[config.mk]
export PLATFORM = sky130hd
export DESIGN_NAME = i2c_slave_register_port
export DESIGN_NICKNAME = d
export VERILOG_FILES = /design/src/i2c_port_pkg.sv /design/src/wq_if.sv /design/src/stream_fifo.sv /design/src/i2c_slave_register_port.sv
export SDC_FILE = /design/constraint.sdc
export NUM_CORES = 1
export LEC_CHECK = 0
export BUFFER_PORTS_ARGS = -buffer_cell sky130_fd_sc_hd__buf_4
export CORE_ASPECT_RATIO = 0.5
export CORE_MARGIN = 3
export CORE_UTILIZATION = 35
export DETAILED_ROUTE_END_ITERATION = 10
export HOLD_SLACK_MARGIN = 0.03
export SLEW_MARGIN = 5
export SYNTH_ARGS = -nofsm -noshare
export SYNTH_HDL_FRONTEND = slang
export SYNTH_SLANG_ARGS = --single-unit
[constraint.sdc]
create_clock -name clk -period 11.9 [get_ports clk]
set_clock_uncertainty 0.15 [all_clocks]
set_input_delay 1.19 -clock clk [delete_from_list [all_inputs] [get_ports clk]]
set_output_delay 1.19 -clock clk [all_outputs]
set_load 0.05 [all_outputs]
[src/i2c_port_pkg.sv]
package i2c_port_pkg;

    // fsm of the byte engine
    typedef enum logic [2:0] {
        ST_IDLE,
        ST_ADDR,
        ST_ACK,
        ST_WRX,
        ST_TX,
        ST_TX_ACK
    } port_state_t;

    // clock and spike timing, derived counts round up
    localparam int CLK_NS = 50;
    localparam int SPIKE_NS = 50;
    localparam int SPIKE_CYC = (SPIKE_NS + CLK_NS - 1) / CLK_NS;
    localparam logic [3:0] FILT_CYC = 4'(SPIKE_CYC + 1);

    // bus rates; fast-mode half period is many cycles longer than the filter delay
    localparam int SCL_STD_KHZ = 100;
    localparam int SCL_FAST_KHZ = 400;
    localparam int FAST_HALF_CYC = (1000000 / SCL_FAST_KHZ / 2) / CLK_NS;

    // byte framing
    localparam logic [3:0] BITS_PER_BYTE = 4'h8;
    localparam logic [3:0] BIT_FIRST = 4'h1;

    // strap capture: settle cycles after reset release
    localparam logic [1:0] STRAP_DONE = 2'h3;

    // slave address base, low two bits from the strap; value is arbitrary
    localparam logic [6:0] SLV_BASE = 7'h2c;

    // write queue shape
    localparam int FIFO_DEPTH = 32;
    localparam int WR_W = 24;

    // reset values of the filtered lines (released bus reads high) and of the register pointer
    localparam logic [1:0] LINE_IDLE = 2'h3;
    localparam logic [15:0] PTR_RST = 16'h0000;

endpackage

[src/wq_if.sv]
`timescale 1ns/1ps
// write stream between the byte engine and its queue
interface wq_if #(parameter int W = 24);
    logic in_valid;
    logic in_ready;
    logic [W-1:0] in_data;
    logic out_valid;
    logic out_ready;
    logic [W-1:0] out_data;

    modport ctl (output in_valid, output in_data, output out_ready,
                 input in_ready, input out_valid, input out_data);
    modport fifo (input in_valid, input in_data, input out_ready,
                  output in_ready, output out_valid, output out_data);
endinterface

[src/stream_fifo.sv]
`timescale 1ns/1ps
module stream_fifo #(
    parameter int W = 24,
    parameter int DEPTH = 32
) (
    input wire logic clk,
    input wire logic reset_n,
    wq_if.fifo f
);
    localparam int AW = $clog2(DEPTH);
    localparam logic [AW:0] DEPTH_P = (AW+1)'(DEPTH);

    typedef struct packed {
        logic [AW:0] wp;
        logic [AW:0] rp;
        logic ov;
        logic [W-1:0] od;
    } fifo_state_t;

    fifo_state_t s;
    fifo_state_t n;
    logic [W-1:0] mem [DEPTH];
    logic full;
    logic wr;
    logic load;

    // full counts only the array; the output register holds one extra word
    assign full = (s.wp - s.rp) == DEPTH_P;
    assign wr = f.in_valid && !full;
    assign load = (s.wp != s.rp) && (!s.ov || f.out_ready);
    assign f.in_ready = !full;
    assign f.out_valid = s.ov;
    assign f.out_data = s.od;

    // pointer and output stage update
    always_comb begin
        n = s;
        if (wr) begin
            n.wp = s.wp + 1'b1;
        end
        if (load) begin
            n.ov = 1'b1;
            n.od = mem[s.rp[AW-1:0]];
            n.rp = s.rp + 1'b1;
        end else if (f.out_ready) begin
            n.ov = 1'b0;
        end
    end

    always_ff @(posedge clk) begin
        if (!reset_n) begin
            s <= '0;
        end else begin
            s <= n;
        end
    end

    // storage array, no reset needed
    always_ff @(posedge clk) begin
        if (wr) begin
            mem[s.wp[AW-1:0]] <= f.in_data;
        end
    end

    AST_FIFO_NO_OVERRUN: assert property (@(posedge clk) disable iff (!reset_n)
        (f.in_valid && full) |=> (s.wp == $past(s.wp)))
        else $error("fifo accepted a word while full");

endmodule // stream_fifo

[src/i2c_slave_register_port.sv]
`timescale 1ns/1ps
module i2c_slave_register_port (
    input wire logic clk,
    input wire logic reset_n,
    input wire logic scl_i,
    input wire logic sda_i,
    output logic sda_o,
    output logic sda_oe,
    input wire logic [1:0] addr_sel,
    output logic wr_valid,
    input wire logic wr_ready,
    output logic [15:0] wr_addr,
    output logic [7:0] wr_data,
    output logic rd_req,
    output logic [15:0] rd_addr,
    input wire logic rd_valid,
    input wire logic [7:0] rd_data
);
    import i2c_port_pkg::*;

    // index 0 is the clock line, index 1 the data line
    typedef struct packed {
        logic [1:0] ln_s1;
        logic [1:0] ln_s2;
        logic [1:0] ln_f;
        logic [1:0] ln_p;
        logic [1:0][3:0] ln_cnt;
        logic [1:0] sel_s1;
        logic [1:0] sel_s2;
        logic [1:0] strap_cnt;
        logic [6:0] own_addr;
        port_state_t state;
        logic [3:0] bit_cnt;
        logic [7:0] sh;
        logic [7:0] txb;
        logic rw;
        logic [1:0] idx;
        logic [7:0] addr_hi;
        logic [15:0] ptr;
        logic sda_oe;
        logic sda_o;
        logic push;
        logic [15:0] in_addr;
        logic [7:0] in_data;
        logic rd_req;
        logic [15:0] rd_addr;
        logic mack_n;
    } port_reg_t;

    port_reg_t s;
    port_reg_t n;
    logic scl_rise;
    logic scl_fall;
    logic start_c;
    logic stop_c;
    logic addr_hit;

    wq_if #(.W(WR_W)) wq ();

    // write queue: a full queue makes the engine nack data bytes
    stream_fifo #(.W(WR_W), .DEPTH(FIFO_DEPTH)) u_fifo (
        .clk(clk),
        .reset_n(reset_n),
        .f(wq.fifo)
    );

    assign wq.in_valid = s.push;
    assign wq.in_data = {s.in_addr, s.in_data};
    assign wq.out_ready = wr_ready;
    assign wr_valid = wq.out_valid;
    assign wr_addr = wq.out_data[23:8];
    assign wr_data = wq.out_data[7:0];

    // pin outputs; only the data line has a driver at all
    assign sda_o = s.sda_o;
    assign sda_oe = s.sda_oe;
    assign rd_req = s.rd_req;
    assign rd_addr = s.rd_addr;

    // bus events from the filtered lines, valid for one cycle
    assign scl_rise = s.ln_f[0] && !s.ln_p[0];
    assign scl_fall = !s.ln_f[0] && s.ln_p[0];
    assign start_c = s.ln_f[0] && s.ln_p[0] && s.ln_p[1] && !s.ln_f[1];
    assign stop_c = s.ln_f[0] && s.ln_p[0] && !s.ln_p[1] && s.ln_f[1];
    assign addr_hit = (s.sh[7:1] == s.own_addr) && (s.strap_cnt == STRAP_DONE);

    // next-state logic for the whole port
    always_comb begin
        n = s;
        n.push = 1'b0;
        n.rd_req = 1'b0;
        n.sda_o = 1'b0;

        // two-stage synchronisers for the pins
        n.ln_s1 = {sda_i, scl_i};
        n.ln_s2 = s.ln_s1;
        n.sel_s1 = addr_sel;
        n.sel_s2 = s.sel_s1;
        n.ln_p = s.ln_f;

        // spike filter: a new level must be seen on consecutive samples
        for (int i = 0; i < 2; i++) begin
            if (s.ln_s2[i] != s.ln_f[i]) begin
                n.ln_cnt[i] = s.ln_cnt[i] + 4'h1;
                if (n.ln_cnt[i] == FILT_CYC) begin
                    n.ln_f[i] = s.ln_s2[i];
                    n.ln_cnt[i] = 4'h0;
                end
            end else begin
                n.ln_cnt[i] = 4'h0;
            end
        end

        // strap is taken a few cycles after release, then frozen
        if (s.strap_cnt != STRAP_DONE) begin
            n.strap_cnt = s.strap_cnt + 2'h1;
            n.own_addr = {SLV_BASE[6:2], s.sel_s2};
        end

        // read data from the register side lands in the transmit buffer
        if (rd_valid) begin
            n.txb = rd_data;
        end

        if (start_c) begin
            // a start overrides any state and drops a partial byte
            n.state = ST_ADDR;
            n.bit_cnt = 4'h0;
            n.sda_oe = 1'b0;
        end else if (stop_c) begin
            n.state = ST_IDLE;
            n.sda_oe = 1'b0;
        end else begin
            case (s.state)
                ST_IDLE: begin
                    n.sda_oe = 1'b0;
                end
                ST_ADDR, ST_WRX: begin
                    // shift in on the rising edge, msb first
                    if (scl_rise && s.bit_cnt != BITS_PER_BYTE) begin
                        n.sh = {s.sh[6:0], s.ln_f[1]};
                        n.bit_cnt = s.bit_cnt + 4'h1;
                    end
                    if (scl_fall && s.bit_cnt == BITS_PER_BYTE) begin
                        n.bit_cnt = 4'h0;
                        if (s.state == ST_ADDR) begin
                            if (addr_hit) begin
                                n.state = ST_ACK;
                                n.sda_oe = 1'b1;
                                n.rw = s.sh[0];
                                n.idx = 2'h0;
                                if (s.sh[0]) begin
                                    // fetch the first byte during the ack slot
                                    n.rd_req = 1'b1;
                                    n.rd_addr = s.ptr;
                                end
                            end else begin
                                n.state = ST_IDLE;
                            end
                        end else begin
                            n.state = ST_ACK;
                            case (s.idx)
                                2'h0: begin
                                    n.addr_hi = s.sh;
                                    n.idx = 2'h1;
                                    n.sda_oe = 1'b1;
                                end
                                2'h1: begin
                                    // pointer loads even if no data follows
                                    n.ptr = {s.addr_hi, s.sh};
                                    n.idx = 2'h2;
                                    n.sda_oe = 1'b1;
                                end
                                default: begin
                                    if (wq.in_ready) begin
                                        n.push = 1'b1;
                                        n.in_addr = s.ptr;
                                        n.in_data = s.sh;
                                        n.ptr = s.ptr + 16'h0001;
                                        n.sda_oe = 1'b1;
                                    end else begin
                                        n.sda_oe = 1'b0;
                                    end
                                end
                            endcase
                        end
                    end
                end
                ST_ACK: begin
                    // ack slot ends on the falling edge of the ninth pulse
                    if (scl_fall) begin
                        if (s.rw) begin
                            n.state = ST_TX;
                            n.sda_oe = !s.txb[7];
                            n.sh = {s.txb[6:0], 1'b0};
                            n.bit_cnt = BIT_FIRST;
                        end else begin
                            n.state = ST_WRX;
                            n.sda_oe = 1'b0;
                            n.bit_cnt = 4'h0;
                        end
                    end
                end
                ST_TX: begin
                    if (scl_fall) begin
                        if (s.bit_cnt == BITS_PER_BYTE) begin
                            // release for the master's ack, prefetch the next byte
                            n.state = ST_TX_ACK;
                            n.sda_oe = 1'b0;
                            n.bit_cnt = 4'h0;
                            n.ptr = s.ptr + 16'h0001;
                            n.rd_req = 1'b1;
                            n.rd_addr = s.ptr + 16'h0001;
                        end else begin
                            n.sda_oe = !s.sh[7];
                            n.sh = {s.sh[6:0], 1'b0};
                            n.bit_cnt = s.bit_cnt + 4'h1;
                        end
                    end
                end
                ST_TX_ACK: begin
                    if (scl_rise) begin
                        n.mack_n = s.ln_f[1];
                    end
                    if (scl_fall) begin
                        if (s.mack_n) begin
                            // master closes the read; it makes the stop itself
                            n.state = ST_IDLE;
                            n.sda_oe = 1'b0;
                        end else begin
                            n.state = ST_TX;
                            n.sda_oe = !s.txb[7];
                            n.sh = {s.txb[6:0], 1'b0};
                            n.bit_cnt = BIT_FIRST;
                        end
                    end
                end
                default: begin
                    n.state = ST_IDLE;
                    n.sda_oe = 1'b0;
                end
            endcase
        end
    end

    // single state register
    always_ff @(posedge clk) begin
        if (!reset_n) begin
            s <= '0;
            // synchronisers start at the released level, else a false rise follows reset
            s.ln_s1 <= LINE_IDLE;
            s.ln_s2 <= LINE_IDLE;
            s.ln_f <= LINE_IDLE;
            s.ln_p <= LINE_IDLE;
            s.ptr <= PTR_RST;
        end else begin
            s <= n;
        end
    end

    AST_SPIKE_REJECT: assert property (@(posedge clk) disable iff (!reset_n)
        (s.ln_f[0] != $past(s.ln_f[0]))
        |-> ($past(s.ln_s2[0]) == s.ln_f[0]) && ($past(s.ln_s2[0], 2) == s.ln_f[0]))
        else $error("clock filter passed a single-sample pulse");

    AST_DRIVE_CLOCK_LOW: assert property (@(posedge clk) disable iff (!reset_n)
        ($changed(s.sda_oe) && s.state != ST_IDLE && s.state != ST_ADDR)
        |-> !s.ln_f[0])
        else $error("data drive changed while clock high");

    AST_ACK_AFTER_MATCH: assert property (@(posedge clk) disable iff (!reset_n)
        (s.state == ST_ACK && $past(s.state) == ST_ADDR) |-> (s.sda_oe && !s.sda_o))
        else $error("matched address not acknowledged");

    AST_NO_MATCH_IDLE: assert property (@(posedge clk) disable iff (!reset_n)
        (s.state == ST_ADDR && scl_fall && !start_c && !stop_c
         && s.bit_cnt == BITS_PER_BYTE && !addr_hit)
        |=> (s.state == ST_IDLE && !s.sda_oe))
        else $error("foreign address not ignored");

    AST_START_RESTART: assert property (@(posedge clk) disable iff (!reset_n)
        start_c |=> (s.state == ST_ADDR && s.bit_cnt == 4'h0 && !s.sda_oe))
        else $error("start did not restart address capture");

    AST_STOP_IDLE: assert property (@(posedge clk) disable iff (!reset_n)
        (stop_c && !start_c) |=> (s.state == ST_IDLE && !s.sda_oe))
        else $error("stop did not return to idle");

    AST_PTR_AFTER_PUSH: assert property (@(posedge clk) disable iff (!reset_n)
        s.push |-> (s.ptr == s.in_addr + 16'h0001))
        else $error("pointer not advanced after a written byte");

    AST_PTR_LOAD: assert property (@(posedge clk) disable iff (!reset_n)
        (s.state == ST_WRX && scl_fall && !start_c && !stop_c
         && s.bit_cnt == BITS_PER_BYTE && s.idx == 2'h1)
        |=> (s.ptr == {$past(s.addr_hi), $past(s.sh)} && !s.push))
        else $error("register address not loaded high byte first");

    AST_NACK_ENDS_READ: assert property (@(posedge clk) disable iff (!reset_n)
        (s.state == ST_TX_ACK && scl_fall && s.mack_n && !start_c && !stop_c)
        |=> (s.state == ST_IDLE && !s.sda_oe) [*2])
        else $error("read not ended on master nack");

    AST_IDLE_RELEASED: assert property (@(posedge clk) disable iff (!reset_n)
        (s.state == ST_IDLE) |-> !s.sda_oe)
        else $error("data line pulled while idle");

    AST_BYTE_BOUND: assert property (@(posedge clk) disable iff (!reset_n)
        s.bit_cnt <= BITS_PER_BYTE)
        else $error("bit counter ran past one byte");

    AST_REGADDR_ACK: assert property (@(posedge clk) disable iff (!reset_n)
        (s.state == ST_WRX && scl_fall && !start_c && !stop_c
         && s.bit_cnt == BITS_PER_BYTE && s.idx != 2'h2)
        |=> (s.state == ST_ACK && s.sda_oe))
        else $error("register address byte not acknowledged");

    AST_FULL_NACK: assert property (@(posedge clk) disable iff (!reset_n)
        (s.state == ST_WRX && scl_fall && !start_c && !stop_c
         && s.bit_cnt == BITS_PER_BYTE && s.idx == 2'h2 && !wq.in_ready)
        |=> (s.state == ST_ACK && !s.sda_oe && !s.push))
        else $error("data byte taken while queue full");

    AST_READ_FETCH: assert property (@(posedge clk) disable iff (!reset_n)
        (s.state == ST_ADDR && scl_fall && !start_c && !stop_c
         && s.bit_cnt == BITS_PER_BYTE && addr_hit && s.sh[0])
        |=> (s.rd_req && s.rd_addr == $past(s.ptr)))
        else $error("read did not fetch from the current pointer");

    AST_TX_PREFETCH: assert property (@(posedge clk) disable iff (!reset_n)
        (s.state == ST_TX && scl_fall && !start_c && !stop_c && s.bit_cnt == BITS_PER_BYTE)
        |=> (s.rd_req && s.ptr == $past(s.ptr) + 16'h0001 && s.rd_addr == s.ptr))
        else $error("pointer not advanced after a sent byte");

    AST_RD_REQ_PULSE: assert property (@(posedge clk) disable iff (!reset_n)
        s.rd_req |=> !s.rd_req)
        else $error("fetch requests back to back");

    AST_TX_MSB_FIRST: assert property (@(posedge clk) disable iff (!reset_n)
        (s.state == ST_ACK && scl_fall && s.rw && !start_c && !stop_c)
        |=> (s.state == ST_TX && s.sda_oe == !$past(s.txb[7])))
        else $error("first sent bit is not the msb");

    AST_ACK_HOLD: assert property (@(posedge clk) disable iff (!reset_n)
        (s.state == ST_ACK && !scl_fall && !start_c && !stop_c)
        |=> $stable(s.sda_oe))
        else $error("acknowledge drive moved inside the slot");

endmodule // i2c_slave_register_port

Yosys cells after proc, flatten, opt, wreduce, memory -nomap -nowiden
Memory sizes are Yosys's and may differ from the RTL's. A register that Yosys moved wholly into a read port is not among the register bits. Cells that the tools add are included.

Register bits: 133. Latch bits: 0. Bits in writable memories: 768. Bits in read-only memories: 0. Input bits: 16. Output and inout bits: 44. Logic and storage cells: 196. Memories: 1.

Memory list: u_fifo.mem (words 32, bits a word 24, rd ports 1, clocked after Yosys merged registers in 1, wr ports 1, line stream_fifo.sv:22) `logic [W-1:0] mem [DEPTH];`.

Add/sub/neg operators: 8. Multipliers: 0. Divide/modulo/power cells: 0. Order comparisons: 0. Equality and inequality tests: 41. Shift operators: 0. Multiplexer cells: 55. Bitwise operators: 11. Reduce and logical (&&, ||, !) cells: 49.

Operators with widths (number): 2-to-1 mux 17 bit (6); 2-to-1 mux 25 bit (3); one-hot mux 16 bit (2 select lines) (2); one-hot mux 12 bit (4 select lines) (1); 2-to-1 mux 15 bit (3); 2-to-1 mux 42 bit (1); 2-to-1 mux 12 bit (3); one-hot mux 17 bit (2 select lines) (1); 2-to-1 mux 16 bit (2); != test 2 bit, second input constant (16); AND reduction 6 bit (5); 2-to-1 mux 28 bit (1); 2-to-1 mux 24 bit (1); 2-to-1 mux 8 bit (3); != test 4 bit, second input constant (6); AND reduction 9 bit (2); adder 16 x 1 -> 16 bit, second input constant (1); 2-to-1 mux 1 bit (15); one-hot mux 3 bit (5 select lines) (1); 2-to-1 mux 7 bit (2); AND reduction 7 bit (2); adder 4 x 1 -> 4 bit, second input constant (3); adder 6 x 1 -> 6 bit, second input constant (2); logical AND 1 bit (12); other kinds (35) (70).

Longest topological paths before layout
Gate-level depths: netlist (run 1).

Word-level depth: 8. Mapped depth: 13. Depth with buffers taken out: 8.

Hierarchy
Synthesis (run 1) repeated with hierarchy kept, for this count alone.

Cell total of the unflattened synthesis: 2157. Area total of the unflattened synthesis: 36671.4 um^2.

By module, submodules not included: stream_fifo (times used 1, cells an instance 1479, area an instance 30795.8 um^2, seq. area each 23802.8 um^2); i2c_slave_register_port (times used 1, cells an instance 678, area an instance 5875.6 um^2, seq. area each 2382.3 um^2).

Worst setup path after synthesis (run 1)
OpenSTA, ideal clock, no wires.

Path type: register -> register. Start point: reg u_fifo.s[26] (netlist name). End point: mem u_fifo.mem[31][0], enable pin. Setup time: 405 ps. Arrival time: 3825 ps. Data required time: 11345 ps. Slack: 7520 ps. Stages on the path, launching flop included: 12. Path buffers: 3. Clock period less this slack: 4380 ps. Path through: dfxtp_1 > clkbuf_1 > clkbuf_1 > clkbuf_1 > inv_1 > ha_1 > nand2b_1 > a21oi_1 > a31o_2 > o211ai_1 > nand3_1 > nor2_1.

Longest elaborated chain between the ends: 6.

RTL lines: start: declaration (line stream_fifo.sv:20) `fifo_state_t s;`; start signal: assignment (line stream_fifo.sv:54) `s <= n;`; subtractor 6 bit (line stream_fifo.sv:28) `assign full = (s.wp - s.rp) == DEPTH_P;`; == test 6 bit (line stream_fifo.sv:28); logical NOT 1 bit (line stream_fifo.sv:29) `assign wr = f.in_valid && !full;`; logical AND 1 bit (line stream_fifo.sv:29); 2-to-1 mux 1 bit (line stream_fifo.sv:60) `if (wr) begin`; 2-to-1 mux 1 bit (implied by the code) (line stream_fifo.sv:61) `mem[s.wp[AW-1:0]] <= f.in_data;`; end: declaration (line stream_fifo.sv:22).

Every way passes these cells.

Final worst setup path (run 1)
Start point: reg u_fifo.s[29] (netlist name). End point: mem u_fifo.mem[6][7], enable pin.

The elaborated chain is that of the path after synthesis.

==> flow_results.xml, run 1 <==
<?xml version="1.0" encoding="UTF-8"?>
<metrics>
  <group name="run_status">
    <metric name="run_status" unit="">finished clean</metric>
  </group>
  <group name="logic_synthesis">
    <metric name="synth.lib_cells_used.distinct" unit="">67</metric>
    <metric name="postSynth.topFlopCell" unit="">sky130_fd_sc_hd__edfxtp_1</metric>
    <metric name="seq_area_frac_synth" unit="%">71.8</metric>
    <metric name="netlist.area_leader.share" unit="%">63.3</metric>
    <metric name="synth.top_cells.by_area" unit="">sky130_fd_sc_hd__edfxtp_1 63%, sky130_fd_sc_hd__mux4_2 12%, sky130_fd_sc_hd__dfxtp_1 8.6%</metric>
    <metric name="netlist_area" unit="mm2">0.0364</metric>
    <metric name="netlist.top_cell.by_area" unit="">sky130_fd_sc_hd__edfxtp_1</metric>
    <metric name="synth_enable_flop_cells" unit="">768</metric>
    <metric name="synthMostInstantiatedCell" unit="">sky130_fd_sc_hd__edfxtp_1</metric>
    <metric name="yosysWarnings" unit="">0</metric>
    <metric name="share_of_synthesized_flip_flops_with_an_asynchronous_set_or_reset" unit="%">0</metric>
    <metric name="postSynthRegisterBits" unit="">924</metric>
    <metric name="synthesis.nets" unit="">2161</metric>
    <metric name="synth.avg_cell_area" unit="um2">17.1</metric>
    <metric name="post_synth_most_frequent_cells" unit="">768 x sky130_fd_sc_hd__edfxtp_1, 192 x sky130_fd_sc_hd__mux4_2, 162 x sky130_fd_sc_hd__nor2_1</metric>
    <metric name="netlist_instances" unit="">2127</metric>
  </group>
  <group name="power_and_ir_drop">
    <metric name="power.leakage" unit="nW">10.8</metric>
    <metric name="post-layout-total-power" unit="W">0.00640</metric>
    <metric name="pwr_density_cell" unit="mW/mm2">156</metric>
    <metric name="power.ir.vdd_worst" unit="V">0.000108</metric>
  </group>
  <group name="floorplanning">
    <metric name="core_region_area" unit="mm2">0.102</metric>
    <metric name="top_level_i_o_count" unit="">60</metric>
    <metric name="floorplan.rows" unit="">82</metric>
    <metric name="die_footprint" unit="mm2">0.108</metric>
    <metric name="die_height" unit="um">234</metric>
    <metric name="effective_utilization_at_floorplan" unit="%">35.8</metric>
    <metric name="chipWidth" unit="um">462</metric>
  </group>
  <group name="global_route">
    <metric name="globalRouteOverflowTotal" unit="">0</metric>
    <metric name="antenna_found_initial" unit="">0</metric>
    <metric name="grt_first_pass_wirelength" unit="um">128000</metric>
    <metric name="first_global_vias" unit="">19240</metric>
    <metric name="track_usage" unit="%">15.7</metric>
    <metric name="largest_net_degree_at_the_start_of_global_routing" unit="">157</metric>
  </group>
  <group name="route">
    <metric name="detailedRoute.firstPassIterationCount" unit="">5</metric>
    <metric name="route.vias.total" unit="">19360</metric>
    <metric name="post-route-drc-count" unit="">0</metric>
    <metric name="detail_route.wirelength" unit="um">86000</metric>
    <metric name="antenna_violating_nets_post_route" unit="">0</metric>
    <metric name="route.detailed.wl_per_inst" unit="um">23.7</metric>
    <metric name="per_cell_via_count_in_the_routed_design" unit="">5.34</metric>
    <metric name="drt_first_iter_violations" unit="">1973</metric>
  </group>
  <group name="placed_design">
    <metric name="io_buffer_count" unit="">58</metric>
    <metric name="place.gp.congestion" unit="">0.809</metric>
    <metric name="detailed_place_hpwl" unit="um">48100</metric>
  </group>
  <group name="sta">
    <metric name="actual_slew_at_the_worst_max_slew_pin" unit="ps">1350</metric>
    <metric name="timing.final.crit_share" unit="%">36.6</metric>
    <metric name="timing.setup.tns" unit="ps">0</metric>
    <metric name="rsz0062_at_grt" unit="">no</metric>
    <metric name="timing_max_transition_violations_final" unit="">0</metric>
    <metric name="hold_violations" unit="">0</metric>
    <metric name="fmax" unit="MHz">230</metric>
    <metric name="timing.max_slew.rel_slack" unit="%">9.93</metric>
    <metric name="finalSetupViolCount" unit="">0</metric>
    <metric name="post_layout_min_period" unit="ps">4350</metric>
  </group>
  <group name="cells_and_area">
    <metric name="num-nets-final" unit="">2200</metric>
    <metric name="flow.area_growth_from_synthesis" unit="%">12.7</metric>
    <metric name="fin_util" unit="%">40.4</metric>
    <metric name="post_route_cells_drive_above_1_share" unit="%">21.8</metric>
    <metric name="antennaDiodeCount" unit="">0</metric>
  </group>
  <group name="hold_path">
    <metric name="holdCritStartpoint" unit="">n[121]</metric>
    <metric name="holdCritPathClass" unit="">reg -&gt; reg</metric>
  </group>
  <group name="critical_path">
    <metric name="timing.critical_path.arrival" unit="ps">4540</metric>
    <metric name="required" unit="ps">12080</metric>
    <metric name="slowest_delay" unit="ps">750</metric>
    <metric name="end_kind" unit="">flip-flop</metric>
    <metric name="criticalPathCategory" unit="">reg -&gt; reg</metric>
    <metric name="path_common_cell" unit="">sky130_fd_sc_hd__buf_4</metric>
    <metric name="cp_max_fo" unit="">26</metric>
    <metric name="worstReg2RegStart" unit="">u_fifo.s[29]</metric>
    <metric name="worst_setup_path_startpoint" unit="">u_fifo.s[29]</metric>
    <metric name="slowest_library_cell_on_the_worst_path" unit="">sky130_fd_sc_hd__nor2_2</metric>
    <metric name="path_cells" unit="">inv_2 -&gt; ha_1 -&gt; and2_1 -&gt; o21a_1 -&gt; a31o_2 -&gt; o211ai_1 -&gt; buf_4 -&gt; nand3_1 -&gt; nor2_2 -&gt; buf_4</metric>
    <metric name="cp-start-kind" unit="">flip-flop</metric>
  </group>
  <group name="cts">
    <metric name="cts.sinks" unit="">924</metric>
    <metric name="h-tree-depth" unit="">3</metric>
    <metric name="clk_pin_slew_worst_paths" unit="ps">60</metric>
    <metric name="total_clock_buffers_created_by_cts" unit="">85</metric>
    <metric name="cts_tree" unit="">built</metric>
    <metric name="cts_post_setup_buffers_inserted" unit="">0</metric>
    <metric name="count_of_hold_fix_buffers_inserted_at_cts" unit="">0</metric>
    <metric name="clock-root-buffer" unit="">sky130_fd_sc_hd__clkbuf_16</metric>
    <metric name="cts.path.max_buffers" unit="">3</metric>
    <metric name="insertion_delay" unit="ps">650</metric>
    <metric name="cts-resized-gates" unit="">0</metric>
  </group>
  <group name="run">
    <metric name="drv.max_cap_violation_count" unit="">0</metric>
  </group>
</metrics>
==> registers in the layout, summed over array words and instances (netlist names), 6 cells and up <==
| name | cells |
|---|---|
| n | 6 |
| rd_addr | 16 |
| s | 94 |
| u_fifo.f.out_data | 24 |
| u_fifo.mem | 768 |
| u_fifo.s | 12 |
==> worst max-delay path: cells and delay by family, from the launching register on <==
family                   cells  cell delay [ps]
AO/OA/AOI/OAI                3              550
adder cells (fa/ha/maj)      1              430
buffers and inverters        3             1210
flip-flops                   1              320
AND/OR/NAND/NOR              3             1380
==> cell families after synthesis <==
family	after synthesis	synth area share, %
AO/OA/AOI/OAI	310	5.81
other	1	0.0103
adder cells (fa/ha/maj)	18	0.618
multiplexers	249	13.4
buffers and inverters	183	2.43
XOR/XNOR	29	0.697
flip-flops	924	71.8
AND/OR/NAND/NOR	413	5.16
==> area by class of cell <==
cell class                 count  area [um2]
fill                        9037       60600
tap                         1386        1730
sequential                   924       26200
clock inverter                48         364
multi-input combinational   1020        9500
clock buffer                 111        2320
inverter                      17        65.1
timing repair buffer         118         911
==> report_power, final <==
part / leakage [nW] / switching [W] / internal [W]
Sequential: 6.55 / 0.0000250 / 0.00347
Clock: 1.31 / 0.00119 / 0.00145
Combinational: 2.98 / 0.000165 / 0.000103
Total: 10.8 / 0.00138 / 0.00502
==> per-stage QoR <==
stage / hold WS [ps] / cells / area, um2 / worst slack (ps)
4_1_cts: 271 / 3624 / 41100 / 7530
2_1_floorplan: 236 / 2127 / 36400 / 7520
3_5_place_dp: 256 / 3465 / 38400 / 7550
3_3_place_gp: 257 / 3465 / 38400 / 7600
5_1_grt: 294 / 3624 / 41100 / 7330
6_report: 267 / 3624 / 41100 / 7550
==> placed cells by master (no fill, tap or decap), types with 12 or more instances in the layout <==
master / instances
sky130_fd_sc_hd__nand2_1: 118
sky130_fd_sc_hd__nor3_1: 14
sky130_fd_sc_hd__nor2_2: 32
sky130_fd_sc_hd__ha_1: 18
sky130_fd_sc_hd__o21ai_0: 23
sky130_fd_sc_hd__clkbuf_16: 86
sky130_fd_sc_hd__nand3_1: 28
sky130_fd_sc_hd__clkinv_1: 23
sky130_fd_sc_hd__nor2_1: 126
sky130_fd_sc_hd__dfxtp_1: 153
sky130_fd_sc_hd__nand2b_1: 20
sky130_fd_sc_hd__inv_1: 14
sky130_fd_sc_hd__clkbuf_1: 18
sky130_fd_sc_hd__xor2_1: 17
sky130_fd_sc_hd__a21oi_1: 87
sky130_fd_sc_hd__edfxtp_1: 768
sky130_fd_sc_hd__clkinv_2: 15
sky130_fd_sc_hd__mux4_2: 192
sky130_fd_sc_hd__a22oi_1: 105
sky130_fd_sc_hd__xnor2_1: 12
sky130_fd_sc_hd__a211oi_1: 30
sky130_fd_sc_hd__buf_4: 116
sky130_fd_sc_hd__mux2i_1: 57
==> metal layers <==
| layer | up-vias | wire [um] | global-route usage [%] |
|---|---|---|---|
| li1 | 8492 | - | - |
| met1 | 10062 | 38900 | 22.8 |
| met2 | 669 | 39100 | 24.1 |
| met3 | 137 | 6200 | 3.40 |
| met4 | 0 | 1860 | 4.09 |
| met5 | - | 0 | 0 |
==> worst paths after layout <==
kind,endpoint,slack [ps],cells after the start
setup reg to reg,u_fifo.mem[6][7],7550,10
hold reg to reg,s[121],270,1
hold / removal,s[121],270,1
setup / recovery,u_fifo.mem[6][7],7550,10
Note: power is estimated with default switching activity, not from simulation.
==> run 2: changes to the inputs <==
- ABC_AREA: default -> 1
- clock period: 11.9 -> 3.6 ns (I/O delays scaled with it)
==> flow_results.xml, run 2 <==
<?xml version="1.0" encoding="UTF-8"?>
<metrics>
  <group name="sta">
    <metric name="rsz0062_at_grt" unit="">no</metric>
    <metric name="timing.max_slew.rel_slack" unit="%">8.77</metric>
    <metric name="setup_slack" unit="ps">235</metric>
    <metric name="post_layout_min_period" unit="ps">3360</metric>
    <metric name="actual_slew_at_the_worst_max_slew_pin" unit="ps">1360</metric>
    <metric name="fmax" unit="MHz">297</metric>
    <metric name="hold_violations" unit="">0</metric>
    <metric name="finalSetupViolCount" unit="">0</metric>
    <metric name="timing.final.crit_share" unit="%">93.5</metric>
    <metric name="timing_max_transition_violations_final" unit="">0</metric>
  </group>
  <group name="power_and_ir_drop">
    <metric name="power.ir.vdd_worst" unit="V">0.000507</metric>
    <metric name="pwr_density_cell" unit="mW/mm2">659</metric>
    <metric name="power.leakage" unit="nW">15.0</metric>
  </group>
  <group name="logic_synthesis">
    <metric name="synth.lib_cells_used.distinct" unit="">40</metric>
    <metric name="synth.avg_cell_area" unit="um2">11.1</metric>
    <metric name="synth.top_cells.by_area" unit="">sky130_fd_sc_hd__edfxtp_1 61%, sky130_fd_sc_hd__dfxtp_1 8.3%, sky130_fd_sc_hd__nor2_1 6.3%</metric>
    <metric name="post_synth_most_frequent_cells" unit="">768 x sky130_fd_sc_hd__edfxtp_1, 631 x sky130_fd_sc_hd__nor2_1, 448 x sky130_fd_sc_hd__o21ai_0</metric>
    <metric name="share_of_synthesized_flip_flops_with_an_asynchronous_set_or_reset" unit="%">0</metric>
    <metric name="netlist_area" unit="mm2">0.0378</metric>
    <metric name="synth_enable_flop_cells" unit="">768</metric>
    <metric name="yosysWarnings" unit="">0</metric>
    <metric name="postSynth.topFlopCell" unit="">sky130_fd_sc_hd__edfxtp_1</metric>
    <metric name="netlist_instances" unit="">3402</metric>
    <metric name="netlist.top_cell.by_area" unit="">sky130_fd_sc_hd__edfxtp_1</metric>
    <metric name="postSynthRegisterBits" unit="">924</metric>
    <metric name="synthesis.nets" unit="">3436</metric>
    <metric name="netlist.area_leader.share" unit="%">61.0</metric>
    <metric name="seq_area_frac_synth" unit="%">69.2</metric>
    <metric name="synthMostInstantiatedCell" unit="">sky130_fd_sc_hd__edfxtp_1</metric>
  </group>
  <group name="global_route">
    <metric name="track_usage" unit="%">19.2</metric>
    <metric name="largest_net_degree_at_the_start_of_global_routing" unit="">121</metric>
    <metric name="grt_first_pass_wirelength" unit="um">163000</metric>
    <metric name="globalRouteOverflowTotal" unit="">0</metric>
    <metric name="first_global_vias" unit="">24739</metric>
    <metric name="antenna_found_initial" unit="">2</metric>
  </group>
  <group name="floorplanning">
    <metric name="chipWidth" unit="um">471</metric>
    <metric name="top_level_i_o_count" unit="">60</metric>
    <metric name="core_region_area" unit="mm2">0.106</metric>
    <metric name="die_height" unit="um">238</metric>
    <metric name="die_footprint" unit="mm2">0.112</metric>
    <metric name="floorplan.rows" unit="">84</metric>
    <metric name="effective_utilization_at_floorplan" unit="%">35.6</metric>
  </group>
  <group name="critical_path">
    <metric name="cp-start-kind" unit="">flip-flop</metric>
    <metric name="timing.critical_path.arrival" unit="ps">3500</metric>
    <metric name="criticalPathCategory" unit="">reg -&gt; reg</metric>
    <metric name="end_kind" unit="">flip-flop</metric>
    <metric name="cp_max_fo" unit="">24</metric>
    <metric name="required" unit="ps">3730</metric>
  </group>
  <group name="route">
    <metric name="route.vias.total" unit="">26208</metric>
    <metric name="drt_first_iter_violations" unit="">3074</metric>
    <metric name="detailedRoute.firstPassIterationCount" unit="">5</metric>
    <metric name="route.detailed.wl_per_inst" unit="um">22.4</metric>
    <metric name="antenna_violating_nets_post_route" unit="">0</metric>
    <metric name="post-route-drc-count" unit="">0</metric>
    <metric name="detail_route.wirelength" unit="um">110000</metric>
    <metric name="per_cell_via_count_in_the_routed_design" unit="">5.35</metric>
  </group>
  <group name="cts">
    <metric name="cts_post_setup_buffers_inserted" unit="">0</metric>
    <metric name="clock-root-buffer" unit="">sky130_fd_sc_hd__clkbuf_16</metric>
    <metric name="total_clock_buffers_created_by_cts" unit="">87</metric>
    <metric name="h-tree-depth" unit="">3</metric>
    <metric name="cts.sinks" unit="">924</metric>
    <metric name="cts_tree" unit="">built</metric>
    <metric name="clk_pin_slew_worst_paths" unit="ps">60</metric>
    <metric name="cts.path.max_buffers" unit="">3</metric>
    <metric name="insertion_delay" unit="ps">700</metric>
  </group>
  <group name="cells_and_area">
    <metric name="flip_flop_count_of_the_largest_register_after_layout" unit="">768</metric>
    <metric name="num-nets-final" unit="">3439</metric>
    <metric name="flow.area_growth_from_synthesis" unit="%">14.2</metric>
    <metric name="stdcell_count" unit="">4898</metric>
    <metric name="final_common_cell" unit="">sky130_fd_sc_hd__edfxtp_1</metric>
    <metric name="final_area" unit="mm2">0.0432</metric>
    <metric name="mostFrequentLayoutCells" unit="">768 x sky130_fd_sc_hd__edfxtp_1, 629 x sky130_fd_sc_hd__nor2_1, 448 x sky130_fd_sc_hd__o21ai_0</metric>
    <metric name="post_route_cells_drive_above_1_share" unit="%">10.1</metric>
  </group>
  <group name="hold_path">
    <metric name="holdCritPathClass" unit="">in -&gt; reg</metric>
  </group>
  <group name="run_status">
    <metric name="run_status" unit="">finished clean</metric>
  </group>
  <group name="run">
    <metric name="drv.max_cap_violation_count" unit="">0</metric>
  </group>
  <group name="placed_design">
    <metric name="place_ws" unit="ps">251</metric>
    <metric name="detailed_place_hpwl" unit="um">64900</metric>
    <metric name="place.gp.congestion" unit="">0.869</metric>
    <metric name="place.detailed.instances" unit="">4705</metric>
    <metric name="total_placed_instance_area" unit="mm2">0.0399</metric>
    <metric name="io_buffer_count" unit="">58</metric>
  </group>
</metrics>
run 2: cell families (layout without fill, tap and decap cells):
group | after synthesis | after routing | synth area share, %
compound gates | 766 | 766 | 11.1
buf+inv | 373 | 449 | 4.32
xor+xnor | 19 | 19 | 0.440
simple gates | 1301 | 1301 | 14.3
flops | 924 | 924 | 69.2
other cells | 1 | 2 | 0.00991
fa+ha+maj | 18 | 18 | 0.595
run 2: timing repair:
item / 4_1_cts / 5_1_grt
hold endpoints to repair: 13 / 0
hold buffers: 29 / 0
gates resized for setup: 0 / 0
run 2: layout make-up:
type | instances | area (um2)
fillers | 10014 | 62900
repair buffers | 155 | 1360
well taps | 1419 | 1780
diodes | 1 | 2.50
flip-flops and latches | 924 | 26200
clock buffers | 115 | 2360
multi-input cells | 2105 | 10400
inverters | 132 | 504
clock inverters | 47 | 596
run 2: final timing paths:
kind | startpoint | endpoint | slack, ps | cells past startpoint
setup / recovery | u_fifo.s[31] | u_fifo.mem[8][10] | 240 | 14
setup reg to reg | u_fifo.s[31] | u_fifo.mem[8][10] | 240 | 14
hold / removal | reset_n | s[117] | 90 | 3
hold reg to reg | n[105] | s[105] | 230 | 2
run 2: critical path, cell delays in order (launching register included):
cell	delay [ps]
sky130_fd_sc_hd__dfxtp_1	400
sky130_fd_sc_hd__inv_1	120
sky130_fd_sc_hd__ha_1	190
sky130_fd_sc_hd__inv_1	90
sky130_fd_sc_hd__nand2_1	80
sky130_fd_sc_hd__nand2_1	90
sky130_fd_sc_hd__nand2_1	70
sky130_fd_sc_hd__nand2_1	60
sky130_fd_sc_hd__nand2_1	50
sky130_fd_sc_hd__nand2_1	60
sky130_fd_sc_hd__nor2_1	60
sky130_fd_sc_hd__nand2_1	120
sky130_fd_sc_hd__nand2_4	120
sky130_fd_sc_hd__buf_12	220
sky130_fd_sc_hd__nor3_4	1050
run 2: metrics by stage:
| stage | setup TNS (ps) | util, % | hold slack, ps | total power (W) |
|---|---|---|---|---|
| 2_1_floorplan | -87840 | - | 240 | 0.0166 |
| 3_3_place_gp | 0 | 37.6 | 248 | 0.0190 |
| 5_1_grt | 0 | 40.7 | 95.6 | 0.0297 |
| 6_report | 0 | 40.7 | 87.5 | 0.0285 |
| 4_1_cts | 0 | 40.7 | 46.7 | 0.0286 |
| 3_5_place_dp | 0 | 37.6 | 253 | 0.0190 |
run 2: routing by layer:
metal / vias up / wire [um] / part of all wire, % / track usage (%)
met5: - / 12 / 0.011 / 0
met4: 2 / 3080 / 2.8 / 5.85
met3: 160 / 9720 / 8.9 / 3.82
met2: 1094 / 47200 / 43 / 28.3
met1: 12936 / 49600 / 45 / 28.5
li1: 12016 / - / - / -
run 2: where the power goes:
group	total [W]	internal (W)	switching (W)
clock	0.00963	0.00547	0.00416
combinational	0.00697	0.00187	0.00510
sequential	0.0119	0.0116	0.000233
